File: src/hdl/tpe_pkg.sv
package tpe_pkg;

   // -----------------------------------------------------------------
   // Widths
   // -----------------------------------------------------------------
   localparam int CNT_W      = 16;
   localparam int DAT_W      = 32;
   localparam int ADR_W      = 8;
   localparam int SEL_W      = 4;
   localparam int FILTER_LEN = 3;      // Samples that must agree

   // -----------------------------------------------------------------
   // Register byte offsets
   // -----------------------------------------------------------------
   localparam logic [ADR_W-1:0] OFS_CTRL    = 8'h00;
   localparam logic [ADR_W-1:0] OFS_SLAVE   = 8'h04;
   localparam logic [ADR_W-1:0] OFS_CHAN    = 8'h08;
   localparam logic [ADR_W-1:0] OFS_EVENT   = 8'h0C;
   localparam logic [ADR_W-1:0] OFS_COUNT   = 8'h10;
   localparam logic [ADR_W-1:0] OFS_RELOAD  = 8'h14;
   localparam logic [ADR_W-1:0] OFS_COMPARE = 8'h18;
   localparam logic [ADR_W-1:0] OFS_STATUS  = 8'h1C;

   // -----------------------------------------------------------------
   // Field positions
   // -----------------------------------------------------------------
   localparam int CTRL_RUN  = 0;
   localparam int CTRL_SHOT = 1;
   localparam int CTRL_DIR  = 2;
   localparam int CTRL_ARBE = 3;
   localparam int CTRL_CMS  = 4;       // Two bits
   localparam int SLV_SMS   = 0;       // Three bits
   localparam int SLV_TS    = 4;       // Three bits
   localparam int CH_CC1S   = 0;       // Two bits
   localparam int CH_OCM    = 2;       // Three bits
   localparam int CH_OC1BE  = 5;
   localparam int CH_FE     = 6;
   localparam int CH_CC2S   = 8;       // Two bits
   localparam int CH_P1     = 12;
   localparam int CH_P2     = 13;
   localparam int CH_F1     = 14;
   localparam int CH_F2     = 15;
   localparam int EV_UG     = 0;
   localparam int ST_REF    = 0;
   localparam int ST_OUT    = 1;
   localparam int ST_IN1    = 2;
   localparam int ST_IN2    = 3;
   localparam int ST_RUN    = 4;
   localparam int ST_DIR    = 5;

   // -----------------------------------------------------------------
   // Reset values and selector codes
   // -----------------------------------------------------------------
   localparam logic [CNT_W-1:0] RST_RELOAD  = 16'hFFFF;
   localparam logic [CNT_W-1:0] RST_COMPARE = 16'h0000;
   localparam logic [CNT_W-1:0] RST_COUNT   = 16'h0000;
   localparam logic [1:0]       CAPSEL_IN   = 2'h1;
   localparam logic [2:0]       TS_IN1      = 3'h5;
   localparam logic [2:0]       TS_IN2      = 3'h6;

   typedef enum logic [2:0] {
      SMS_OFF      = 3'b000,
      SMS_ENC_TWO  = 3'b001,
      SMS_ENC_ONE  = 3'b010,
      SMS_ENC_BOTH = 3'b011,
      SMS_RESET    = 3'b100,
      SMS_GATED    = 3'b101,
      SMS_TRIGGER  = 3'b110,
      SMS_EXTCLK   = 3'b111
   } tpe_slave_t;

   typedef enum logic [2:0] {
      OCM_FROZEN = 3'b000,
      OCM_SET    = 3'b001,
      OCM_CLEAR  = 3'b010,
      OCM_TOGGLE = 3'b011,
      OCM_LOW    = 3'b100,
      OCM_HIGH   = 3'b101,
      OCM_PWM1   = 3'b110,
      OCM_PWM2   = 3'b111
   } tpe_ocm_t;

endpackage

File: src/hdl/tpe_input_cond.sv
`timescale 1ns/1ns
module tpe_input_cond
   import tpe_pkg::*;
(
   input  wire logic clock_in,
   input  wire logic rst_in,
   input  wire logic raw_in,
   input  wire logic invert_in,
   input  wire logic filter_in,
   input  wire logic enable_in,
   output logic      level_out,
   output logic      rise_out,
   output logic      fall_out
);

   // -----------------------------------------------------------------
   // State
   // -----------------------------------------------------------------
   typedef struct packed {
      logic [FILTER_LEN-1:0] hist;
      logic                  stable;
      logic                  cond;
      logic                  prev;
   } tpe_cond_t;

   tpe_cond_t cond_q;
   tpe_cond_t cond_d;

   // Filter, polarity, then edge history
   always_comb begin
      cond_d      = cond_q;
      cond_d.hist = {cond_q.hist[FILTER_LEN-2:0], raw_in};
      if (!filter_in) begin
         cond_d.stable = raw_in;
      end else if (&cond_d.hist) begin
         cond_d.stable = 1'b1;
      end else if (~|cond_d.hist) begin
         cond_d.stable = 1'b0;
      end
      cond_d.prev = cond_q.cond;
      // A channel not mapped to its pin stays quiet, so no edges leak
      cond_d.cond = enable_in & (cond_q.stable ^ invert_in);
   end

   always_ff @(posedge clock_in or posedge rst_in) begin
      if (rst_in) begin
         cond_q <= '0;
      end else begin
         cond_q <= cond_d;
      end
   end

   assign level_out = cond_q.cond;
   assign rise_out  = cond_q.cond & ~cond_q.prev;
   assign fall_out  = ~cond_q.cond & cond_q.prev;

endmodule // tpe_input_cond

File: src/hdl/tpe_timer.sv
// Our own choices: the Wishbone interface to the registers and the register addresses.
`timescale 1ns/1ns
module tpe_timer
   import tpe_pkg::*;
(
   input  wire logic             clock_in,
   input  wire logic             rst_in,
   input  wire logic             wb_cyc_in,
   input  wire logic             wb_stb_in,
   input  wire logic             wb_we_in,
   input  wire logic [ADR_W-1:0] wb_adr_in,
   input  wire logic [SEL_W-1:0] wb_sel_in,
   input  wire logic [DAT_W-1:0] wb_dat_in,
   output logic      [DAT_W-1:0] wb_dat_out,
   output logic                  wb_ack_out,
   input  wire logic             input_one_in,
   input  wire logic             input_two_in,
   output logic                  compare_reference_out,
   output logic                  channel_output_out
);

   // -----------------------------------------------------------------
   // State
   // -----------------------------------------------------------------
   typedef struct packed {
      logic             run;
      logic             one_shot;
      logic             dir;
      logic             arbe;
      logic [1:0]       cms;
      tpe_slave_t       sms;
      logic [2:0]       ts;
      logic [1:0]       cc1s;
      tpe_ocm_t         ocm;
      logic             oc1be;
      logic             fe;
      logic [1:0]       cc2s;
      logic             p1;
      logic             p2;
      logic             f1;
      logic             f2;
      logic [CNT_W-1:0] cnt;
      logic [CNT_W-1:0] arr_pre;
      logic [CNT_W-1:0] arr_act;
      logic [CNT_W-1:0] ccr_pre;
      logic [CNT_W-1:0] ccr_act;
      logic             ref_lvl;
      logic             chan_out;
      logic             fast_hold;
      logic             ack;
      logic [DAT_W-1:0] rdat;
   } tpe_state_t;

   localparam tpe_state_t ST_RST = '{
      sms:     SMS_OFF,
      ocm:     OCM_FROZEN,
      cnt:     RST_COUNT,
      arr_pre: RST_RELOAD,
      arr_act: RST_RELOAD,
      ccr_pre: RST_COMPARE,
      ccr_act: RST_COMPARE,
      default: '0
   };

   tpe_state_t st_q;
   tpe_state_t st_d;

   // -----------------------------------------------------------------
   // Input conditioning, one instance per channel
   // -----------------------------------------------------------------
   logic [1:0] pin_raw;
   logic [1:0] pin_inv;
   logic [1:0] pin_filt;
   logic [1:0] pin_en;
   logic [1:0] lvl;
   logic [1:0] rise;
   logic [1:0] fall;

   assign pin_raw  = {input_two_in, input_one_in};
   assign pin_inv  = {st_q.p2, st_q.p1};
   assign pin_filt = {st_q.f2, st_q.f1};
   assign pin_en   = {st_q.cc2s == CAPSEL_IN, st_q.cc1s == CAPSEL_IN};

   genvar g;
   for (g = 0; g < 2; g++) begin : g_in
      tpe_input_cond u_cond (
         .clock_in  (clock_in),
         .rst_in    (rst_in),
         .raw_in    (pin_raw[g]),
         .invert_in (pin_inv[g]),
         .filter_in (pin_filt[g]),
         .enable_in (pin_en[g]),
         .level_out (lvl[g]),
         .rise_out  (rise[g]),
         .fall_out  (fall[g])
      );
   end

   // -----------------------------------------------------------------
   // Bus helpers
   // -----------------------------------------------------------------
   function automatic logic [DAT_W-1:0] merge_bytes(
      input logic [DAT_W-1:0] old_w,
      input logic [DAT_W-1:0] new_w,
      input logic [SEL_W-1:0] sel);
      logic [DAT_W-1:0] r;
      r = old_w;
      for (int i = 0; i < SEL_W; i++) begin
         if (sel[i]) begin
            r[8*i +: 8] = new_w[8*i +: 8];
         end
      end
      return r;
   endfunction

   logic             bus_go;
   logic             bus_wr;
   logic [DAT_W-1:0] rd_img;
   logic [DAT_W-1:0] wword;

   // A request is taken once; the registered ack closes it
   assign bus_go = wb_cyc_in & wb_stb_in & ~st_q.ack;
   assign bus_wr = bus_go & wb_we_in;

   // Read image; unmapped offsets read as zero
   always_comb begin
      rd_img = '0;
      case (wb_adr_in)
         OFS_CTRL: begin
            rd_img[CTRL_RUN]           = st_q.run;
            rd_img[CTRL_SHOT]          = st_q.one_shot;
            rd_img[CTRL_DIR]           = st_q.dir;
            rd_img[CTRL_ARBE]          = st_q.arbe;
            rd_img[CTRL_CMS +: 2]      = st_q.cms;
         end
         OFS_SLAVE: begin
            rd_img[SLV_SMS +: 3]       = st_q.sms;
            rd_img[SLV_TS +: 3]        = st_q.ts;
         end
         OFS_CHAN: begin
            rd_img[CH_CC1S +: 2]       = st_q.cc1s;
            rd_img[CH_OCM +: 3]        = st_q.ocm;
            rd_img[CH_OC1BE]           = st_q.oc1be;
            rd_img[CH_FE]              = st_q.fe;
            rd_img[CH_CC2S +: 2]       = st_q.cc2s;
            rd_img[CH_P1]              = st_q.p1;
            rd_img[CH_P2]              = st_q.p2;
            rd_img[CH_F1]              = st_q.f1;
            rd_img[CH_F2]              = st_q.f2;
         end
         OFS_COUNT:   rd_img[CNT_W-1:0] = st_q.cnt;
         OFS_RELOAD:  rd_img[CNT_W-1:0] = st_q.arr_pre;
         OFS_COMPARE: rd_img[CNT_W-1:0] = st_q.ccr_pre;
         OFS_STATUS: begin
            rd_img[ST_REF]             = st_q.ref_lvl;
            rd_img[ST_OUT]             = st_q.chan_out;
            rd_img[ST_IN1]             = lvl[0];
            rd_img[ST_IN2]             = lvl[1];
            rd_img[ST_RUN]             = st_q.run;
            rd_img[ST_DIR]             = st_q.dir;
         end
         default: rd_img = '0;
      endcase
   end

   assign wword = merge_bytes(rd_img, wb_dat_in, wb_sel_in);

   // -----------------------------------------------------------------
   // Counter, slave controller, encoder and compare
   // -----------------------------------------------------------------
   logic enc_mode;
   logic trig_edge;
   logic one_only;
   logic two_only;
   logic tick;
   logic roll;
   logic force_upd;
   logic match;
   logic is_pwm;

   always_comb begin
      st_d      = st_q;
      st_d.ack  = 1'b0;
      roll      = 1'b0;
      match     = 1'b0;
      force_upd = 1'b0;
      // Software writes come first so that hardware events win
      if (bus_wr) begin
         case (wb_adr_in)
            OFS_CTRL: begin
               st_d.run  = wword[CTRL_RUN];
               st_d.one_shot = wword[CTRL_SHOT];
               st_d.dir  = wword[CTRL_DIR];
               st_d.arbe = wword[CTRL_ARBE];
               st_d.cms  = wword[CTRL_CMS +: 2];
            end
            OFS_SLAVE: begin
               st_d.sms  = tpe_slave_t'(wword[SLV_SMS +: 3]);
               st_d.ts   = wword[SLV_TS +: 3];
            end
            OFS_CHAN: begin
               st_d.cc1s  = wword[CH_CC1S +: 2];
               st_d.ocm   = tpe_ocm_t'(wword[CH_OCM +: 3]);
               st_d.oc1be = wword[CH_OC1BE];
               st_d.fe    = wword[CH_FE];
               st_d.cc2s  = wword[CH_CC2S +: 2];
               st_d.p1    = wword[CH_P1];
               st_d.p2    = wword[CH_P2];
               st_d.f1    = wword[CH_F1];
               st_d.f2    = wword[CH_F2];
            end
            OFS_EVENT: force_upd = wword[EV_UG];
            OFS_COUNT: st_d.cnt  = wword[CNT_W-1:0];
            OFS_RELOAD: begin
               st_d.arr_pre = wword[CNT_W-1:0];
               if (!st_q.arbe) begin
                  st_d.arr_act = wword[CNT_W-1:0];
               end
            end
            OFS_COMPARE: begin
               st_d.ccr_pre = wword[CNT_W-1:0];
               if (!st_q.oc1be) begin
                  st_d.ccr_act = wword[CNT_W-1:0];
               end
            end
            default: ;
         endcase
      end
      if (bus_go) begin
         st_d.ack  = 1'b1;
         st_d.rdat = rd_img;
      end
      // Encoder direction: any single-input transition, selected or not
      if (enc_mode && one_only) begin
         st_d.dir = (lvl[0] == lvl[1]);
      end else if (enc_mode && two_only) begin
         st_d.dir = lvl[0] ^ lvl[1];
      end
      // Up wraps at reload to zero, down wraps at zero to reload
      if (tick) begin
         if (!st_d.dir) begin
            if (st_d.cnt >= st_q.arr_act) begin
               st_d.cnt = '0;
               roll     = 1'b1;
            end else begin
               st_d.cnt = st_d.cnt + 16'h0001;
            end
         end else begin
            if (st_d.cnt == '0) begin
               st_d.cnt = st_q.arr_act;
               roll     = 1'b1;
            end else begin
               st_d.cnt = st_d.cnt - 16'h0001;
            end
         end
      end
      // Update event copies each preload buffer whose buffering is on (arbe, oc1be) into its active copy
      if (roll || force_upd) begin
         if (st_d.arbe) begin
            st_d.arr_act = st_d.arr_pre;
         end
         if (st_d.oc1be) begin
            st_d.ccr_act = st_d.ccr_pre;
         end
         st_d.fast_hold = 1'b0;
      end
      if (force_upd) begin
         st_d.cnt = st_d.dir ? st_d.arr_act : '0;
      end
      if (roll && st_d.one_shot) begin
         st_d.run = 1'b0;
      end
      // The trigger is last so a start is never lost to a stop
      if (trig_edge) begin
         st_d.run = 1'b1;
         if (st_d.fe && is_pwm) begin
            st_d.fast_hold = 1'b1;
         end
      end
      match = tick && (st_d.cnt == st_d.ccr_act);
      case (st_d.ocm)
         OCM_FROZEN: st_d.ref_lvl = st_q.ref_lvl;
         OCM_SET:    st_d.ref_lvl = st_q.ref_lvl | match;
         OCM_CLEAR:  st_d.ref_lvl = st_q.ref_lvl & ~match;
         OCM_TOGGLE: st_d.ref_lvl = st_q.ref_lvl ^ match;
         OCM_LOW:    st_d.ref_lvl = 1'b0;
         OCM_HIGH:   st_d.ref_lvl = 1'b1;
         OCM_PWM1:   st_d.ref_lvl = st_d.dir ?
                                    (st_d.cnt <= st_d.ccr_act) :
                                    (st_d.cnt < st_d.ccr_act);
         OCM_PWM2:   st_d.ref_lvl = st_d.dir ?
                                    (st_d.cnt > st_d.ccr_act) :
                                    (st_d.cnt >= st_d.ccr_act);
         default:    st_d.ref_lvl = st_q.ref_lvl;
      endcase
      // Fast path holds the match level until the next update event
      if (st_d.fast_hold && is_pwm) begin
         st_d.ref_lvl = (st_d.ocm == OCM_PWM2);
      end
      st_d.chan_out = st_d.ref_lvl ^ st_d.p1;
   end

   // Event decode from conditioned inputs
   always_comb begin
      enc_mode  = (st_q.sms == SMS_ENC_TWO) || (st_q.sms == SMS_ENC_ONE) ||
                  (st_q.sms == SMS_ENC_BOTH);
      trig_edge = (st_q.sms == SMS_TRIGGER) &&
                  (((st_q.ts == TS_IN2) && rise[1]) ||
                   ((st_q.ts == TS_IN1) && rise[0]));
      one_only  = (rise[0] | fall[0]) & ~(rise[1] | fall[1]);
      two_only  = (rise[1] | fall[1]) & ~(rise[0] | fall[0]);
      is_pwm    = (st_q.ocm == OCM_PWM1) || (st_q.ocm == OCM_PWM2);
      if (enc_mode) begin
         tick = st_q.run &&
                (((st_q.sms == SMS_ENC_ONE) && one_only) ||
                 ((st_q.sms == SMS_ENC_TWO) && two_only) ||
                 ((st_q.sms == SMS_ENC_BOTH) &&
                  (one_only || two_only)));
      end else begin
         tick = st_q.run;
      end
   end

   // Single register stage for all state
   always_ff @(posedge clock_in or posedge rst_in) begin
      if (rst_in) begin
         st_q <= ST_RST;
      end else begin
         st_q <= st_d;
      end
   end

   // -----------------------------------------------------------------
   // Outputs, all straight from flip-flops
   // -----------------------------------------------------------------
   assign wb_dat_out            = st_q.rdat;
   assign wb_ack_out            = st_q.ack;
   assign compare_reference_out = st_q.ref_lvl;
   assign channel_output_out    = st_q.chan_out;
endmodule // tpe_timer

File: config.mk
export PLATFORM = sky130hd
export DESIGN_NAME = tpe_timer
export DESIGN_NICKNAME = d
export VERILOG_FILES = /design/src/hdl/tpe_pkg.sv /design/src/hdl/tpe_input_cond.sv /design/src/hdl/tpe_timer.sv
export SDC_FILE = /design/constraint.sdc
export NUM_CORES = 1
export LEC_CHECK = 0
export ABC_AREA = 0
export ABC_CLOCK_PERIOD_IN_PS = 13060
export BUFFER_PORTS_ARGS = -buffer_cell sky130_fd_sc_hd__clkbuf_2
export CAP_MARGIN = 20
export CORE_MARGIN = 2
export CORE_UTILIZATION = 35
export CTS_CLUSTER_SIZE = 40
export DETAILED_ROUTE_END_ITERATION = 7
export REMOVE_ABC_BUFFERS = 1
export SYNTH_ARGS = -nofsm -noshare
export SYNTH_HDL_FRONTEND = slang
export SYNTH_SLANG_ARGS = --single-unit
File: constraint.sdc
create_clock -name clock_in -period 13.06 [get_ports clock_in]
set_input_delay 1.306 -clock clock_in [delete_from_list [all_inputs] [get_ports clock_in]]
set_output_delay 1.306 -clock clock_in [all_outputs]
set_load 0.02 [all_outputs]
# == Word level (Yosys, flattened, before mapping) ==
# Index checks and enable logic that the tools add are counted.
# totals
regBits,135
inputBits,51
output_inout_bits,35
# op_classes
reduce_logical,34
n_addsub,2
magnitude_cmp,5
mux,54
bitwise,28
eq_ne,28
# ops
cell,n
$mux 16,13
$mux 105,1
$mux 32,2
$mux 33,1
$eq 8x5->1 const B,4
$ge 16x16->1,2
$eq 3x3->1 const B,9
$mux 1,23
$pmux 3 s7,1
$add 16x1->16 const B,1
$eq 16x16->1,1
$eq 8x4->1 const B,2
$gt 16x16->1,1
$le 16x16->1,1
$logic_not 16->1,1
$lt 16x16->1,1
$mux 8,2
$pmux 4 s4,1
$sub 16x1->16 const B,1
$pmux 2 s7,1
$logic_and 1x1->1,13
$mux 13,1
$and 1x1->1,12
$eq 3x2->1 const B,4
22 further kinds,52

# == Longest topological paths before layout ==
# logic_depth
depth_word,22
depth_mapped,35
mapped_depth_nobuf,29

# == Cells and area by module ==
# From an unflattened synthesis, not the netlist that was laid out.
# unflattened
hier_cells,1114
hier_area_um2,9444.1
# by_module_without_submodules
mod,cells_each,area_each_um2,seq_area_each_um2,n_inst
tpe_timer,1084,9078.7,3168.0,1
tpe_input_cond,15,182.7,125.1,2

# == Worst setup path after synthesis ==
# No wires, ideal clock.
# synth_path
kind,in2reg
from,in wb_adr_in[3]
to,"reg st_q, in the netlist channel_output_out"
path_slack_ns,5.216
t_arrival_ns,7.722
n_path_buf,3
setup_ns,0.122
stages,30
path_cell_list,buf_2 -> buf_2 -> mux2_2 -> mux4_2 -> a21oi_1 -> clkbuf_1 -> nor2_1 -> a21oi_1 -> ha_1 -> nand2b_1 -> a31oi_1 -> o21bai_1 -> a21oi_1 -> o311ai_0 -> nand2_1 -> a21o_1 -> a21oi_4 -> mux2_2 -> a221o_1 -> ha_1 -> and4_1 -> nand3_1 -> nor3_1 -> nand2_1 -> ha_1 -> and3_1 -> nor4_1 -> a31oi_1 -> mux2_2 -> xor2_1
# synth_rtl
item,line_no,text
from (decl),tpe_timer.sv:11,"input wire logic [ADR_W-1:0] wb_adr_in,"
to (signal assigned),tpe_timer.sv:329,st_q <= st_d;
to (decl),tpe_timer.sv:65,tpe_state_t st_q;

==> out/results.ini <==
[outcome]
outcome = complete, no violations

[cells_and_area]
regArea_um2 = 3420
multi_input_area_um2 = 5360
antenna_cells = 0
areaGrowthSynthToFinish_pct = 11.7
layout-drive-gt1-share = 0.162
stdcell_area_um2 = 10500
layout.nets = 1191
fill_cells = 2587
post-route-util = 0.401

[timing]
max_freq_mhz = 106
slew_viol_final = 0
setup_tns_ns = 0
final.min_clock_period_ns = 9.45
finalSetupViolations = 0
hold_viol_final = 0
max_slew.worst_pin.slew_ns = 0.840
fin_crit_sh = 0.723
skew_ns = 0.00831
slew-limit-headroom = 0.436
rsz0062_at_grt = false
finalHoldWorstSlack_ns = 0.402

[grt]
grt_max_degree = 86
grt_overflow = 0
grt_pass1_vias = 7883
grt_first_pass_wirelength_mm = 45.4
grt_usage = 0.207
antenna_found_initial = 0

[worst_setup_path]
cp_max_fo = 24
path_buf_inv = 3
slowest_stage = or4_1
cp_top_family = simple AND/OR/NAND/NOR gates
cp-start-kind = input port
slowest_delay_ns = 0.84
end_kind = register
cp_common_cell = ha_1
critPathKind = input port to register
critical_path_arrival_ns = 9.75
required_ns = 13.37

[clocking]
ctsResizeCount = 0
root_buffer = clkbuf_16
tritoncts = built
cts_buffers = 17
cts_sinks = 135
path_clk_slew_ns = 0.06
cts_setup_buffers = 0
insertion_delay_ns = 0.42
clk_path_buf_depth = 2
htreeDepth = 4
ctsHoldBuffers = 0

[synthesis]
syn_inst = 1071
synth_area_um2 = 9400
yosysWarningCount = 0
synthDistinctLibCells = 81
synth_edf_count = 0
syn_area_per_cell_um2 = 8.78
synth_top_area_frac = 0.274
ys.flop_type = dfrtp_1
yosysTopAreaCell = dfrtp_1
synthTopCellsByArea = dfrtp_1 27%, dfstp_2 8.9%, mux2i_1 7.2%
synth_seq_area_share = 0.364
synthArstFlopShare = 1.00
ys_ff_latch = 135

[floorplan]
pin_count = 86
start_util = 0.359
die_w_um = 168
die_area_um2 = 28200
rows = 59
design.core.area_um2 = 26200
die-height_um = 168

[run]
drv_cap = 0

[detailed_routing]
drc = 0
vias = 8273
drtIter0Drc = 737
viasPerCell = 5.71
postRouteAntennaNets = 0
wl_per_cell_um = 20.1
firstDrtPassIters = 5
wirelength_mm = 29.2

[placement]
port_buffers = 51
gp_congestion = 0.905
dpl.hpwl_mm = 20.9
postPlaceCellArea_um2 = 9890

[power_and_ir_drop]
p_leak_nw = 4.69
power.density_nw_per_um2 = 139
irDropWorstVdd_mv = 0.0756
p_total_w = 0.00146

[worst_hold_path]
worstHoldPathType = register to register

-- where the power goes --
part	internal [W]	switching [W]
logic	0.000188	0.000285
clock network	0.000308	0.000203
registers	0.000445	0.0000292
-- synth_stat cells (5+ instances only) --
cell and instances:
o21a_1 9, nand4_1 14, nand2_1 131, o22ai_1 8
nand3_1 17, inv_1 58, clkbuf_1 37, and3_1 10
a22oi_1 13, and2_1 10, a31oi_1 13, buf_2 8
a22o_1 11, o21ai_0 69, a211oi_1 9, o211ai_1 8
nor2_1 84, mux2i_1 68, mux2_1 16, nor2b_1 12
nand3b_1 8, o2bb2ai_1 8, nor3_1 10, ha_1 40
nand2b_1 7, and4_1 5, o31ai_1 10, xnor2_1 9
or3_1 5, buf_4 35, a221o_1 5, dfstp_2 32
nor3b_1 6, nor4_1 5, a21o_1 19, mux2_2 15
a21oi_1 69, dfrtp_1 103
-- cells in the final DEF, fill, tap and decap left out, drive strengths merged, types with 10 or more instances in the layout --
cell type | Yosys | routed
a21o | 19 | 19
a21oi | 70 | 70
a22o | 11 | 11
a22oi | 13 | 13
a31oi | 13 | 13
and2 | 11 | 11
and3 | 10 | 10
buf | 46 | 27
clkbuf | 37 | 70
conb | 1 | 16
dfrtp | 103 | 103
dfstp | 32 | 32
ha | 40 | 40
inv | 60 | 63
mux2 | 31 | 31
mux2i | 68 | 68
nand2 | 131 | 131
nand3 | 17 | 17
nand4 | 14 | 14
nor2 | 85 | 85
nor2b | 12 | 12
nor3 | 11 | 11
o21ai | 72 | 72
o31ai | 10 | 10
-- cell type report --
class	count	area share
clock inverter	13	0.0162
timing repair buffer	78	0.0436
tap	335	0.0399
sequential	135	0.325
clock buffer	19	0.0422
inverter	61	0.0223
multi-input combinational	807	0.510
-- worst paths after layout --
check                                                   start                              endpoint  slack [ns]  depth (start not counted)
min reg2reg                g_in[0].u_cond.cond_d[4]$_DFF_PP0_    g_in[0].u_cond.cond_d[5]$_DFF_PP0_        0.40                          0
max reg2reg                              wb_ack_out$_DFF_PP0_          channel_output_out$_DFF_PP0_        4.77                         27
max                                              wb_adr_in[2]          channel_output_out$_DFF_PP0_        3.61                         28
min in group asynchronous                              rst_in  g_in[0].u_cond.cond_q[2]$_DFFE_PP0P_        1.01                          2
max in group asynchronous                              rst_in                    st_q[51]$_DFF_PP0_       10.89                          3
min                        g_in[0].u_cond.cond_d[4]$_DFF_PP0_    g_in[0].u_cond.cond_d[5]$_DFF_PP0_        0.40                          0
-- layer usage --
metal / vias up / share of wire / global-route usage
li1: 3883 / - / -
met5: - / 0 / 0
met3: 48 / 0.067 / 0.0360
met4: 0 / 0.028 / 0.0760
met2: 365 / 0.44 / 0.318
met1: 3977 / 0.46 / 0.293
-- cell families (layout without fill, tap and decap cells) --
logic type	count (synthesis)	after routing	synth area share
muxes	100	100	0.112
other	1	16	0.000399
adders and majority gates	40	40	0.0532
xor gates and xnor gates	10	10	0.00932
buffers and inverters	144	171	0.0741
DFF	135	135	0.364
and+or+nand+nor	347	347	0.180
AOI/OAI and AO/OA	294	294	0.207
-- stage by stage --
step,std cells,setup WS (ns)
floorplan,1003,2.95
global placement,1416,3.38
detailed placement,1416,3.32
CTS,1448,3.72
global route,1448,3.29
finish,1448,3.61
-- sequential cells by signal (all words and copies together) (netlist names) --
| register | flops |
|---|---|
| g_in.u_cond.cond_q | 4 |
| st_q | 102 |
| pin_inv | 2 |
| wb_ack_out | 1 |
| g_in.u_cond.level_out | 2 |
| channel_output_out | 1 |
| pin_filt | 2 |
| wb_dat_out | 16 |
| g_in.u_cond.cond_d | 4 |
| compare_reference_out | 1 |
-- worst reg2reg max path: cells and delay by family, from the launching register on --
kind / cells / cell delay (ns)
AO/OA/AOI/OAI: 10 / 2.75
XOR/XNOR: 1 / 0.15
adder cells (fa/ha/maj): 3 / 0.92
buffers and inverters: 2 / 0.45
flip-flops: 1 / 0.38
multiplexers: 2 / 0.74
AND/OR/NAND/NOR: 9 / 2.78
No activity file was read; power rests on OpenSTA's default activity.
